## config.mk

```make
export PLATFORM = sky130hd
export DESIGN_NAME = pir_top
export DESIGN_NICKNAME = d
export VERILOG_FILES = /design/src/hw/pir_pkg.sv /design/src/hw/pir_axil_slave.sv /design/src/hw/pir_source_bank.sv /design/src/hw/pir_top.sv
export SDC_FILE = /design/constraint.sdc
export NUM_CORES = 1
export LEC_CHECK = 0
export BUFFER_PORTS_ARGS = -buffer_cell sky130_fd_sc_hd__buf_2
export CAP_MARGIN = 20
export CORE_MARGIN = 3
export CORE_UTILIZATION = 35
export DETAILED_ROUTE_END_ITERATION = 16
export GPL_TIMING_DRIVEN = 0
export PLACE_DENSITY = 0.53
export RECOVER_POWER = 50
export SLEW_MARGIN = 10
export SYNTH_ARGS = -nofsm -noshare
export SYNTH_HDL_FRONTEND = slang
export SYNTH_SLANG_ARGS = --single-unit
```

## constraint.sdc

```tcl
create_clock -name aclk -period 2.6 [get_ports aclk]
set_input_delay 0.52 -clock aclk [delete_from_list [all_inputs] [get_ports aclk]]
set_output_delay 0.52 -clock aclk [all_outputs]
set_load 0.01 [all_outputs]
```

## src/hw/pir_pkg.sv

```systemverilog
// Constants, types and the register map of the peripheral interrupt routing block.
// Assumes one 200 MHz clock and event pulses from peripheral logic on that clock.
package pir_pkg;

	localparam int NUM_LINES = 25;
	localparam int SRC_W = 8;
	localparam int ADDR_W = 12;
	localparam int NUM_SERIAL = 6;
	localparam int NUM_TIMER = 8;

	// ----------------------------------------------------------------
	// Line numbers toward the core controller
	// ----------------------------------------------------------------
	localparam int LINE_POWER = 0;
	localparam int LINE_SYSTEM_CONTROL_UNIT = 1;
	localparam int LINE_WATCHDOG = 2;
	localparam int LINE_RTC = 3;
	localparam int LINE_EXTIRQ = 4;
	localparam int LINE_NVM = 5;
	localparam int LINE_EVENT_SYSTEM = 6;
	localparam int LINE_SERIAL0 = 7;
	localparam int LINE_TIMER0 = 13;
	localparam int LINE_ADC = 21;
	localparam int LINE_ACMP = 22;
	localparam int LINE_DAC = 23;
	localparam int LINE_TOUCH = 24;

	// ----------------------------------------------------------------
	// Register map: one 16-byte slot per line, slot index = line number
	// ----------------------------------------------------------------
	localparam logic [3:0] OFS_EN_CLR = 4'h0;
	localparam logic [3:0] OFS_EN_SET = 4'h4;
	localparam logic [3:0] OFS_FLAGS = 4'h8;
	localparam logic [ADDR_W-1:0] ADDR_NMI_FLAG = 12'h190;
	localparam logic [ADDR_W-1:0] ADDR_LINE_STATUS = 12'h1a0;
	localparam logic [SRC_W-1:0] RST_FLAGS = 8'h00;
	localparam logic [SRC_W-1:0] RST_ENABLES = 8'h00;
	localparam logic [1:0] RESP_OKAY = 2'b00;
	localparam logic [1:0] RESP_SLVERR = 2'b10;

	typedef logic [SRC_W-1:0] pir_src_t;

	typedef struct packed {
		pir_src_t power;
		pir_src_t system_control_unit;
		pir_src_t watchdog;
		pir_src_t rtc;
		pir_src_t extirq;
		logic extirq_nmi;
		pir_src_t nvm;
		pir_src_t event_system;
		pir_src_t [NUM_SERIAL-1:0] serial;
		pir_src_t [NUM_TIMER-1:0] timer;
		pir_src_t adc;
		pir_src_t acmp;
		pir_src_t dac;
		pir_src_t touch;
	} pir_events_s;

	typedef struct packed {
		logic [ADDR_W-1:0] addr;
		logic [31:0] data;
	} pir_wr_s;

endpackage

```

## src/hw/pir_axil_slave.sv

```systemverilog
// AXI4-Lite slave front end: turns bus transfers into one-cycle register requests.
// Assumes the owner decodes the read address combinationally and checks write addresses.
module pir_axil_slave (
	input wire logic aclk,
	input wire logic aresetn,
	input wire logic [pir_pkg::ADDR_W-1:0] s_axi_awaddr,
	input wire logic s_axi_awvalid,
	output logic s_axi_awready,
	input wire logic [31:0] s_axi_wdata,
	input wire logic [3:0] s_axi_wstrb,
	input wire logic s_axi_wvalid,
	output logic s_axi_wready,
	output logic [1:0] s_axi_bresp,
	output logic s_axi_bvalid,
	input wire logic s_axi_bready,
	input wire logic s_axi_arvalid,
	output logic s_axi_arready,
	output logic [31:0] s_axi_rdata,
	output logic [1:0] s_axi_rresp,
	output logic s_axi_rvalid,
	input wire logic s_axi_rready,
	input wire logic [31:0] rd_data,
	input wire logic rd_err,
	input wire logic wr_err,
	output logic wr_valid,
	output pir_pkg::pir_wr_s wr
);
	import pir_pkg::*;

	logic aw_full;
	logic w_full;
	logic [31:0] lane_mask;
	wire aw_take = s_axi_awvalid & s_axi_awready;
	wire w_take = s_axi_wvalid & s_axi_wready;
	wire do_wr = aw_full & w_full & ~s_axi_bvalid;

	// Unstrobed lanes are zeroed; every write here acts on ones only
	assign lane_mask = {{8{s_axi_wstrb[3]}}, {8{s_axi_wstrb[2]}}, {8{s_axi_wstrb[1]}}, {8{s_axi_wstrb[0]}}};
	assign wr_valid = do_wr;

	// ----------------------------------------------------------------
	// Write channels
	// ----------------------------------------------------------------
	always_ff @(posedge aclk) begin
		if (!aresetn) begin
			aw_full <= 1'b0;
			w_full <= 1'b0;
			s_axi_awready <= 1'b1;
			s_axi_wready <= 1'b1;
			s_axi_bvalid <= 1'b0;
			s_axi_bresp <= RESP_OKAY;
			wr <= '0;
		end else begin
			if (aw_take) begin
				aw_full <= 1'b1;
				s_axi_awready <= 1'b0;
				wr.addr <= s_axi_awaddr;
			end
			if (w_take) begin
				w_full <= 1'b1;
				s_axi_wready <= 1'b0;
				wr.data <= s_axi_wdata & lane_mask;
			end
			if (do_wr) begin
				aw_full <= 1'b0;
				w_full <= 1'b0;
				s_axi_bvalid <= 1'b1;
				s_axi_bresp <= wr_err ? RESP_SLVERR : RESP_OKAY;
			end else if (s_axi_bvalid && s_axi_bready) begin
				s_axi_bvalid <= 1'b0;
				s_axi_awready <= 1'b1;
				s_axi_wready <= 1'b1;
			end
		end
	end

	// ----------------------------------------------------------------
	// Read channels
	// ----------------------------------------------------------------
	always_ff @(posedge aclk) begin
		if (!aresetn) begin
			s_axi_arready <= 1'b1;
			s_axi_rvalid <= 1'b0;
			s_axi_rdata <= 32'h0000_0000;
			s_axi_rresp <= RESP_OKAY;
		end else if (s_axi_arvalid && s_axi_arready) begin
			s_axi_arready <= 1'b0;
			s_axi_rvalid <= 1'b1;
			s_axi_rdata <= rd_data;
			s_axi_rresp <= rd_err ? RESP_SLVERR : RESP_OKAY;
		end else if (s_axi_rvalid && s_axi_rready) begin
			s_axi_rvalid <= 1'b0;
			s_axi_arready <= 1'b1;
		end
	end

endmodule

```

## src/hw/pir_source_bank.sv

```systemverilog
// Flag and enable bits of one peripheral, with its single combined request.
// Assumes event pulses and write masks arrive on aclk, one cycle each.
module pir_source_bank (
	input wire logic aclk,
	input wire logic aresetn,
	input wire pir_pkg::pir_src_t event_in,
	input wire pir_pkg::pir_src_t flag_clr,
	input wire pir_pkg::pir_src_t en_set,
	input wire pir_pkg::pir_src_t en_clr,
	output pir_pkg::pir_src_t flags,
	output pir_pkg::pir_src_t enables,
	output logic request
);
	import pir_pkg::*;

	pir_src_t next_flags;
	pir_src_t next_enables;

	// Event set wins over a flag clear in the same cycle so no event is lost; enable clear wins over enable set
	assign next_flags = (flags & ~flag_clr) | event_in;
	assign next_enables = (enables | en_set) & ~en_clr;

	always_ff @(posedge aclk) begin
		if (!aresetn) begin
			flags <= RST_FLAGS;
			enables <= RST_ENABLES;
			request <= 1'b0;
		end else begin
			flags <= next_flags;
			enables <= next_enables;
			request <= |(flags & enables);
		end
	end

endmodule

```

## src/hw/pir_top.sv

```systemverilog
// Peripheral interrupt routing: per-peripheral flags and enables, one request line each,
// and the fixed line numbering toward the core interrupt controller.
// Assumes peripheral events are one-cycle pulses on aclk; the core controller
// does its own pending, line enable and priority handling on irq_lines.
//
// The AXI4-Lite register port and the placing of the registers were decided locally.
module pir_top (
	input wire logic aclk,
	input wire logic aresetn,
	input wire pir_pkg::pir_events_s events,
	output logic [pir_pkg::NUM_LINES-1:0] irq_lines,
	output logic core_nmi,
	input wire logic [pir_pkg::ADDR_W-1:0] s_axi_awaddr,
	input wire logic s_axi_awvalid,
	output logic s_axi_awready,
	input wire logic [31:0] s_axi_wdata,
	input wire logic [3:0] s_axi_wstrb,
	input wire logic s_axi_wvalid,
	output logic s_axi_wready,
	output logic [1:0] s_axi_bresp,
	output logic s_axi_bvalid,
	input wire logic s_axi_bready,
	input wire logic [pir_pkg::ADDR_W-1:0] s_axi_araddr,
	input wire logic s_axi_arvalid,
	output logic s_axi_arready,
	output logic [31:0] s_axi_rdata,
	output logic [1:0] s_axi_rresp,
	output logic s_axi_rvalid,
	input wire logic s_axi_rready
);
	import pir_pkg::*;

	// ----------------------------------------------------------------
	// Source events gathered by line number
	// ----------------------------------------------------------------
	pir_src_t line_events [NUM_LINES];

	assign line_events[LINE_POWER] = events.power;
	assign line_events[LINE_SYSTEM_CONTROL_UNIT] = events.system_control_unit;
	assign line_events[LINE_WATCHDOG] = events.watchdog;
	assign line_events[LINE_RTC] = events.rtc;
	assign line_events[LINE_EXTIRQ] = events.extirq;
	assign line_events[LINE_NVM] = events.nvm;
	assign line_events[LINE_EVENT_SYSTEM] = events.event_system;

	genvar s;
	generate
		for (s = 0; s < NUM_SERIAL; s++) begin : g_serial
			assign line_events[LINE_SERIAL0 + s] = events.serial[s];
		end
		for (s = 0; s < NUM_TIMER; s++) begin : g_timer
			assign line_events[LINE_TIMER0 + s] = events.timer[s];
		end
	endgenerate

	assign line_events[LINE_ADC] = events.adc;
	assign line_events[LINE_ACMP] = events.acmp;
	assign line_events[LINE_DAC] = events.dac;
	assign line_events[LINE_TOUCH] = events.touch;

	// ----------------------------------------------------------------
	// Bus front end
	// ----------------------------------------------------------------
	logic wr_valid;
	pir_wr_s wr;
	logic [31:0] rd_data;
	logic rd_err;
	logic wr_err;

	pir_axil_slave u_bus (
		.aclk(aclk),
		.aresetn(aresetn),
		.s_axi_awaddr(s_axi_awaddr),
		.s_axi_awvalid(s_axi_awvalid),
		.s_axi_awready(s_axi_awready),
		.s_axi_wdata(s_axi_wdata),
		.s_axi_wstrb(s_axi_wstrb),
		.s_axi_wvalid(s_axi_wvalid),
		.s_axi_wready(s_axi_wready),
		.s_axi_bresp(s_axi_bresp),
		.s_axi_bvalid(s_axi_bvalid),
		.s_axi_bready(s_axi_bready),
		.s_axi_arvalid(s_axi_arvalid),
		.s_axi_arready(s_axi_arready),
		.s_axi_rdata(s_axi_rdata),
		.s_axi_rresp(s_axi_rresp),
		.s_axi_rvalid(s_axi_rvalid),
		.s_axi_rready(s_axi_rready),
		.rd_data(rd_data),
		.rd_err(rd_err),
		.wr_err(wr_err),
		.wr_valid(wr_valid),
		.wr(wr)
	);

	// ----------------------------------------------------------------
	// Write address decode
	// ----------------------------------------------------------------
	// Slot index is address bits 8:4; the top bits must be clear
	wire [4:0] wr_slot = wr.addr[8:4];
	wire [3:0] wr_ofs = wr.addr[3:0];
	wire wr_in_lines = (wr.addr[ADDR_W-1:9] == 3'h0) && (wr_slot < 5'(NUM_LINES));
	wire wr_ofs_ok = (wr_ofs == OFS_EN_CLR) || (wr_ofs == OFS_EN_SET) || (wr_ofs == OFS_FLAGS);
	wire wr_line_hit = wr_in_lines && wr_ofs_ok;
	wire wr_nmi_hit = (wr.addr == ADDR_NMI_FLAG);
	wire wr_status_hit = (wr.addr == ADDR_LINE_STATUS);

	// The status word is read-only; a write to it is refused with an error
	assign wr_err = !(wr_line_hit || wr_nmi_hit) || wr_status_hit;

	wire wr_line_go = wr_valid && wr_line_hit;
	wire pir_src_t wr_bits = wr.data[SRC_W-1:0];

	// ----------------------------------------------------------------
	// One flag and enable bank per line
	// ----------------------------------------------------------------
	pir_src_t flags_arr [NUM_LINES];
	pir_src_t enables_arr [NUM_LINES];
	logic [NUM_LINES-1:0] line_req;

	genvar g;
	generate
		for (g = 0; g < NUM_LINES; g++) begin : g_line
			wire slot_hit = wr_line_go && (wr_slot == 5'(g));
			wire pir_src_t clr_mask = (slot_hit && wr_ofs == OFS_FLAGS) ? wr_bits : '0;
			wire pir_src_t set_mask = (slot_hit && wr_ofs == OFS_EN_SET) ? wr_bits : '0;
			wire pir_src_t off_mask = (slot_hit && wr_ofs == OFS_EN_CLR) ? wr_bits : '0;

			pir_source_bank u_bank (
				.aclk(aclk),
				.aresetn(aresetn),
				.event_in(line_events[g]),
				.flag_clr(clr_mask),
				.en_set(set_mask),
				.en_clr(off_mask),
				.flags(flags_arr[g]),
				.enables(enables_arr[g]),
				.request(line_req[g])
			);
		end
	endgenerate

	// Each bank's request is already a flip-flop
	assign irq_lines = line_req;

	// ----------------------------------------------------------------
	// Non-maskable source
	// ----------------------------------------------------------------
	// Has no enable: once flagged it reaches the core until software clears it
	logic next_nmi;
	wire nmi_clr = wr_valid && wr_nmi_hit && wr.data[0];

	assign next_nmi = (core_nmi && !nmi_clr) || events.extirq_nmi;

	always_ff @(posedge aclk) begin
		if (!aresetn) begin
			core_nmi <= 1'b0;
		end else begin
			core_nmi <= next_nmi;
		end
	end

	// ----------------------------------------------------------------
	// Read address decode
	// ----------------------------------------------------------------
	wire [4:0] rd_slot = s_axi_araddr[8:4];
	wire [3:0] rd_ofs = s_axi_araddr[3:0];
	wire rd_in_lines = (s_axi_araddr[ADDR_W-1:9] == 3'h0) && (rd_slot < 5'(NUM_LINES));
	wire rd_en_hit = rd_in_lines && ((rd_ofs == OFS_EN_CLR) || (rd_ofs == OFS_EN_SET));
	wire rd_flag_hit = rd_in_lines && (rd_ofs == OFS_FLAGS);
	wire rd_nmi_hit = (s_axi_araddr == ADDR_NMI_FLAG);
	wire rd_status_hit = (s_axi_araddr == ADDR_LINE_STATUS);
	wire [4:0] rd_idx = rd_in_lines ? rd_slot : 5'h00;

	// Both enable registers read back the current enable bits
	assign rd_data = rd_en_hit ? {24'h000000, enables_arr[rd_idx]} :
		rd_flag_hit ? {24'h000000, flags_arr[rd_idx]} :
		rd_nmi_hit ? {31'h0000_0000, core_nmi} :
		rd_status_hit ? {7'h00, line_req} :
		32'h0000_0000;
	assign rd_err = !(rd_en_hit || rd_flag_hit || rd_nmi_hit || rd_status_hit);

endmodule

```

==> flow_metrics.tcl <==
set metrics [dict create \
    die_area_sq_um 66400 \
    ioPinCount 335 \
    crit_path_end_kind "flip-flop" \
    cts-hold-fix-buffers 0 \
    grt_pass1_vias 24031 \
    whs_path_depth 2 \
    syn-instance-count 2506 \
    hold_viol 0 \
    vias_per_cell 6.57 \
    nFillCells 6287 \
    grt.overflow.total 0 \
    antenna_found_initial 8 \
    switching_share_pct 27.7 \
    routed-wl-met2_microns 59600 \
    crit_type "input port to flip-flop" \
    clkTransAtPathRegs_ps 60 \
    layout-drive-gt1-share_pct 22.1 \
    avgSynthCellArea_sq_um 8.84 \
    whs_ps 104 \
    synthAdderAreaFrac_pct 0 \
    root_buffer "clkbuf_16" \
    detail-route-antenna-nets 0 \
    die_w_microns 258 \
    synth_seq_cells 480 \
    clkSinkCount 480 \
    critPathMaxStageDelay_ps 450 \
    clock_latency_ps 620 \
    drc 0 \
    status "finished with violations" \
    dp.final_hpwl_microns 109000 \
    synth_top_family_by_area "compound AO/OA/AOI/OAI gates" \
    start_util_pct 35.7 \
    p_switching_uw 5090 \
    cp.arrival_ps 3270 \
    synth.distinct_cells 76 \
    synth-async-reset-ratio_pct 0 \
    slew_headroom_pct 17.7 \
    final_common_cell "dfxtp_1" \
    ys_seq_area_share_pct 43.4 \
    htree_levels 2 \
    io_buffers 297 \
    post-route-min-period_ps 2770 \
    power_density_nw_per_um2 665 \
    setup_slack_ps -165 \
    slowest_stage "a211oi_2" \
    period_share_pct 106 \
    grt_max_degree 20 \
    ff2ff_path_depth 8 \
    num_vias 24732 \
    synthMuxAreaShare_pct 2.97 \
    irDropWorstVdd_mv 0.494 \
    dr.first_iter.drc_count 3471 \
    setup_viol 11 \
    final_nets 3151 \
    top_layer_used "met5" \
    cap_violations 0 \
    start_kind "input port" \
    p_int_uw 13300 \
    netlist_area_sq_um 22200 \
    min_path_type "input port to flip-flop" \
    grt_pass1_wl_microns 193000 \
    core_area_sq_um 62200 \
    layoutNonFillerInstCount 3764 \
    synthSimpleGateAreaFrac_pct 9.90 \
    max-clock-path-buffers 3 \
    cts_tree "yes" \
    violations "setup timing" \
    synth_xor_area_share_pct 0 \
    final.setup.tns_ps -709 \
    power.leakage_uw 0.00960 \
    worst_pin_slew_ps 1230 \
    fmax_mhz 362 \
    dpl.cell_count 3659 \
    dr.pass1.iters 5 \
    grtUsageTotal_pct 41.3 \
    syn_to_final_growth_pct 24.7 \
    synth_compound_area_share_pct 38.5 \
    yosys_warnings 0 \
    synth_flop_cell "dfxtp_1" \
    crit_fanout 10 \
    p_clk_share_pct 45.4 \
    row_count 91 \
    power.total_uw 18400 \
    rsz0062_at_grt "yes" \
    power_frac_seq_pct 43.6 \
    place_ws_ps -1640 \
    wirelength_microns 143000 \
    met1_length_microns 56600 \
    gp_congestion 1.08 \
    drv_slew 0 \
    fp.dieH_microns 258 \
    wl_met3_microns 15900 \
    wl_per_cell_microns 37.9 \
    final_cell_mix "474 x dfxtp_1, 287 x a21oi_1, 260 x buf_2" \
    path_cells "buf_2, a2111oi_4, buf_6, nand2_4, buf_6, buf_4, a211oi_2, a2111oi_2, a211oi_2, a21oi_1, a31o_1" \
    combPwrFrac_pct 10.9 \
    synth_edf_count 0 \
    cp.required_ps 3110 \
    cts_buffers 56 \
    fin_skew_ps 26.0 \
]
critical path, delay by kind of cell:
kind,cells,cell delay (ps)
compound gates,6,1730
buf+inv,4,900
simple gates,1,110
final cells by class:
type | instances | area, sq um | share of cell area, %
antenna | 2 | 5.00 | 0.0181
buffer | 232 | 1290 | 4.68
clock buffer | 81 | 1670 | 6.03
clock inverter | 19 | 263 | 0.951
inverter | 13 | 52.6 | 0.190
multi-input combinational | 1780 | 12000 | 43.6
sequential | 480 | 9620 | 34.8
tap | 837 | 1050 | 3.79
timing repair buffer | 320 | 1660 | 6.00
sequential cells by signal, indices dropped and copies added (netlist names), 20 cells and up:
signal and count:
g_line.u_bank.request 25, g_line.u_bank.enables 200, u_bus.wr 20, g_line.u_bank.flags 200, u_bus.s_axi_rdata 25
per-stage QoR:
| step | cell area (sq um) | util [%] |
|---|---|---|
| 2_1_floorplan | 22200 | - |
| 3_3_place_gp | 24700 | 39.8 |
| 3_5_place_dp | 24900 | 40.0 |
| 4_1_cts | 27400 | 44.0 |
| 5_1_grt | 27600 | 44.5 |
| 6_report | 27600 | 44.5 |
logic make-up after synthesis:
logic type             Yosys count
AOI/OAI and AO/OA             1231
buffers and inverters          254
DFF                            480
muxes                           58
other                            1
and+or+nand+nor                482
worst paths after layout:
path | to | from | slack (ps)
hold / removal | g_line[21].u_bank.flags[5] | events[29] | 100
setup reg to reg | g_line[4].u_bank.enables[0] | u_bus.wr[32] | -30
setup / recovery | u_bus.s_axi_rdata[5] | s_axi_araddr[7] | -170
hold reg to reg | u_bus.s_axi_rdata[24] | u_bus.s_axi_rdata[24] | 450
power groups by stage:
stage / Combinational (uW) / Sequential, uW / Clock (uW)
after floorplan: 910 / 7910 / 0
after global placement: 1830 / 8130 / 0
after detailed placement: 1860 / 8130 / 0
after CTS: 1900 / 7990 / 8410
after global routing: 2070 / 8010 / 8670
final: 2010 / 8030 / 8360
synthesized netlist by cell type (all sizes together) (21+ instances only):
master	count	area share [%]
a31oi	21	0.59
a21boi	189	6.4
clkbuf	156	2.6
o21ai	39	0.88
a211oi	234	7.9
dfxtp	480	43
nor2	126	2.2
a22oi	105	3.6
buf	85	2.4
nand2	196	3.4
o21a	192	6.5
a41oi	25	0.99
o22ai	33	0.93
a21oi	289	6.5
mux2i	35	1.6
nand3	60	1.4
and3	31	0.87
layer usage:
metal | GRT usage, % | vias to the layer above
li1 | - | 10241
met1 | 53.7 | 12057
met2 | 61.1 | 1920
met3 | 10.6 | 508
met4 | 25.4 | 6
met5 | 0 | -
repair_timing:
action                     in CTS  in global routing
resized for setup             176                132
buffers inserted                8                  2
pin swaps                       6                 13
hold endpoints to repair        0                  0
setup endpoints to repair     418                330
Power figures use the tool's default switching activity.
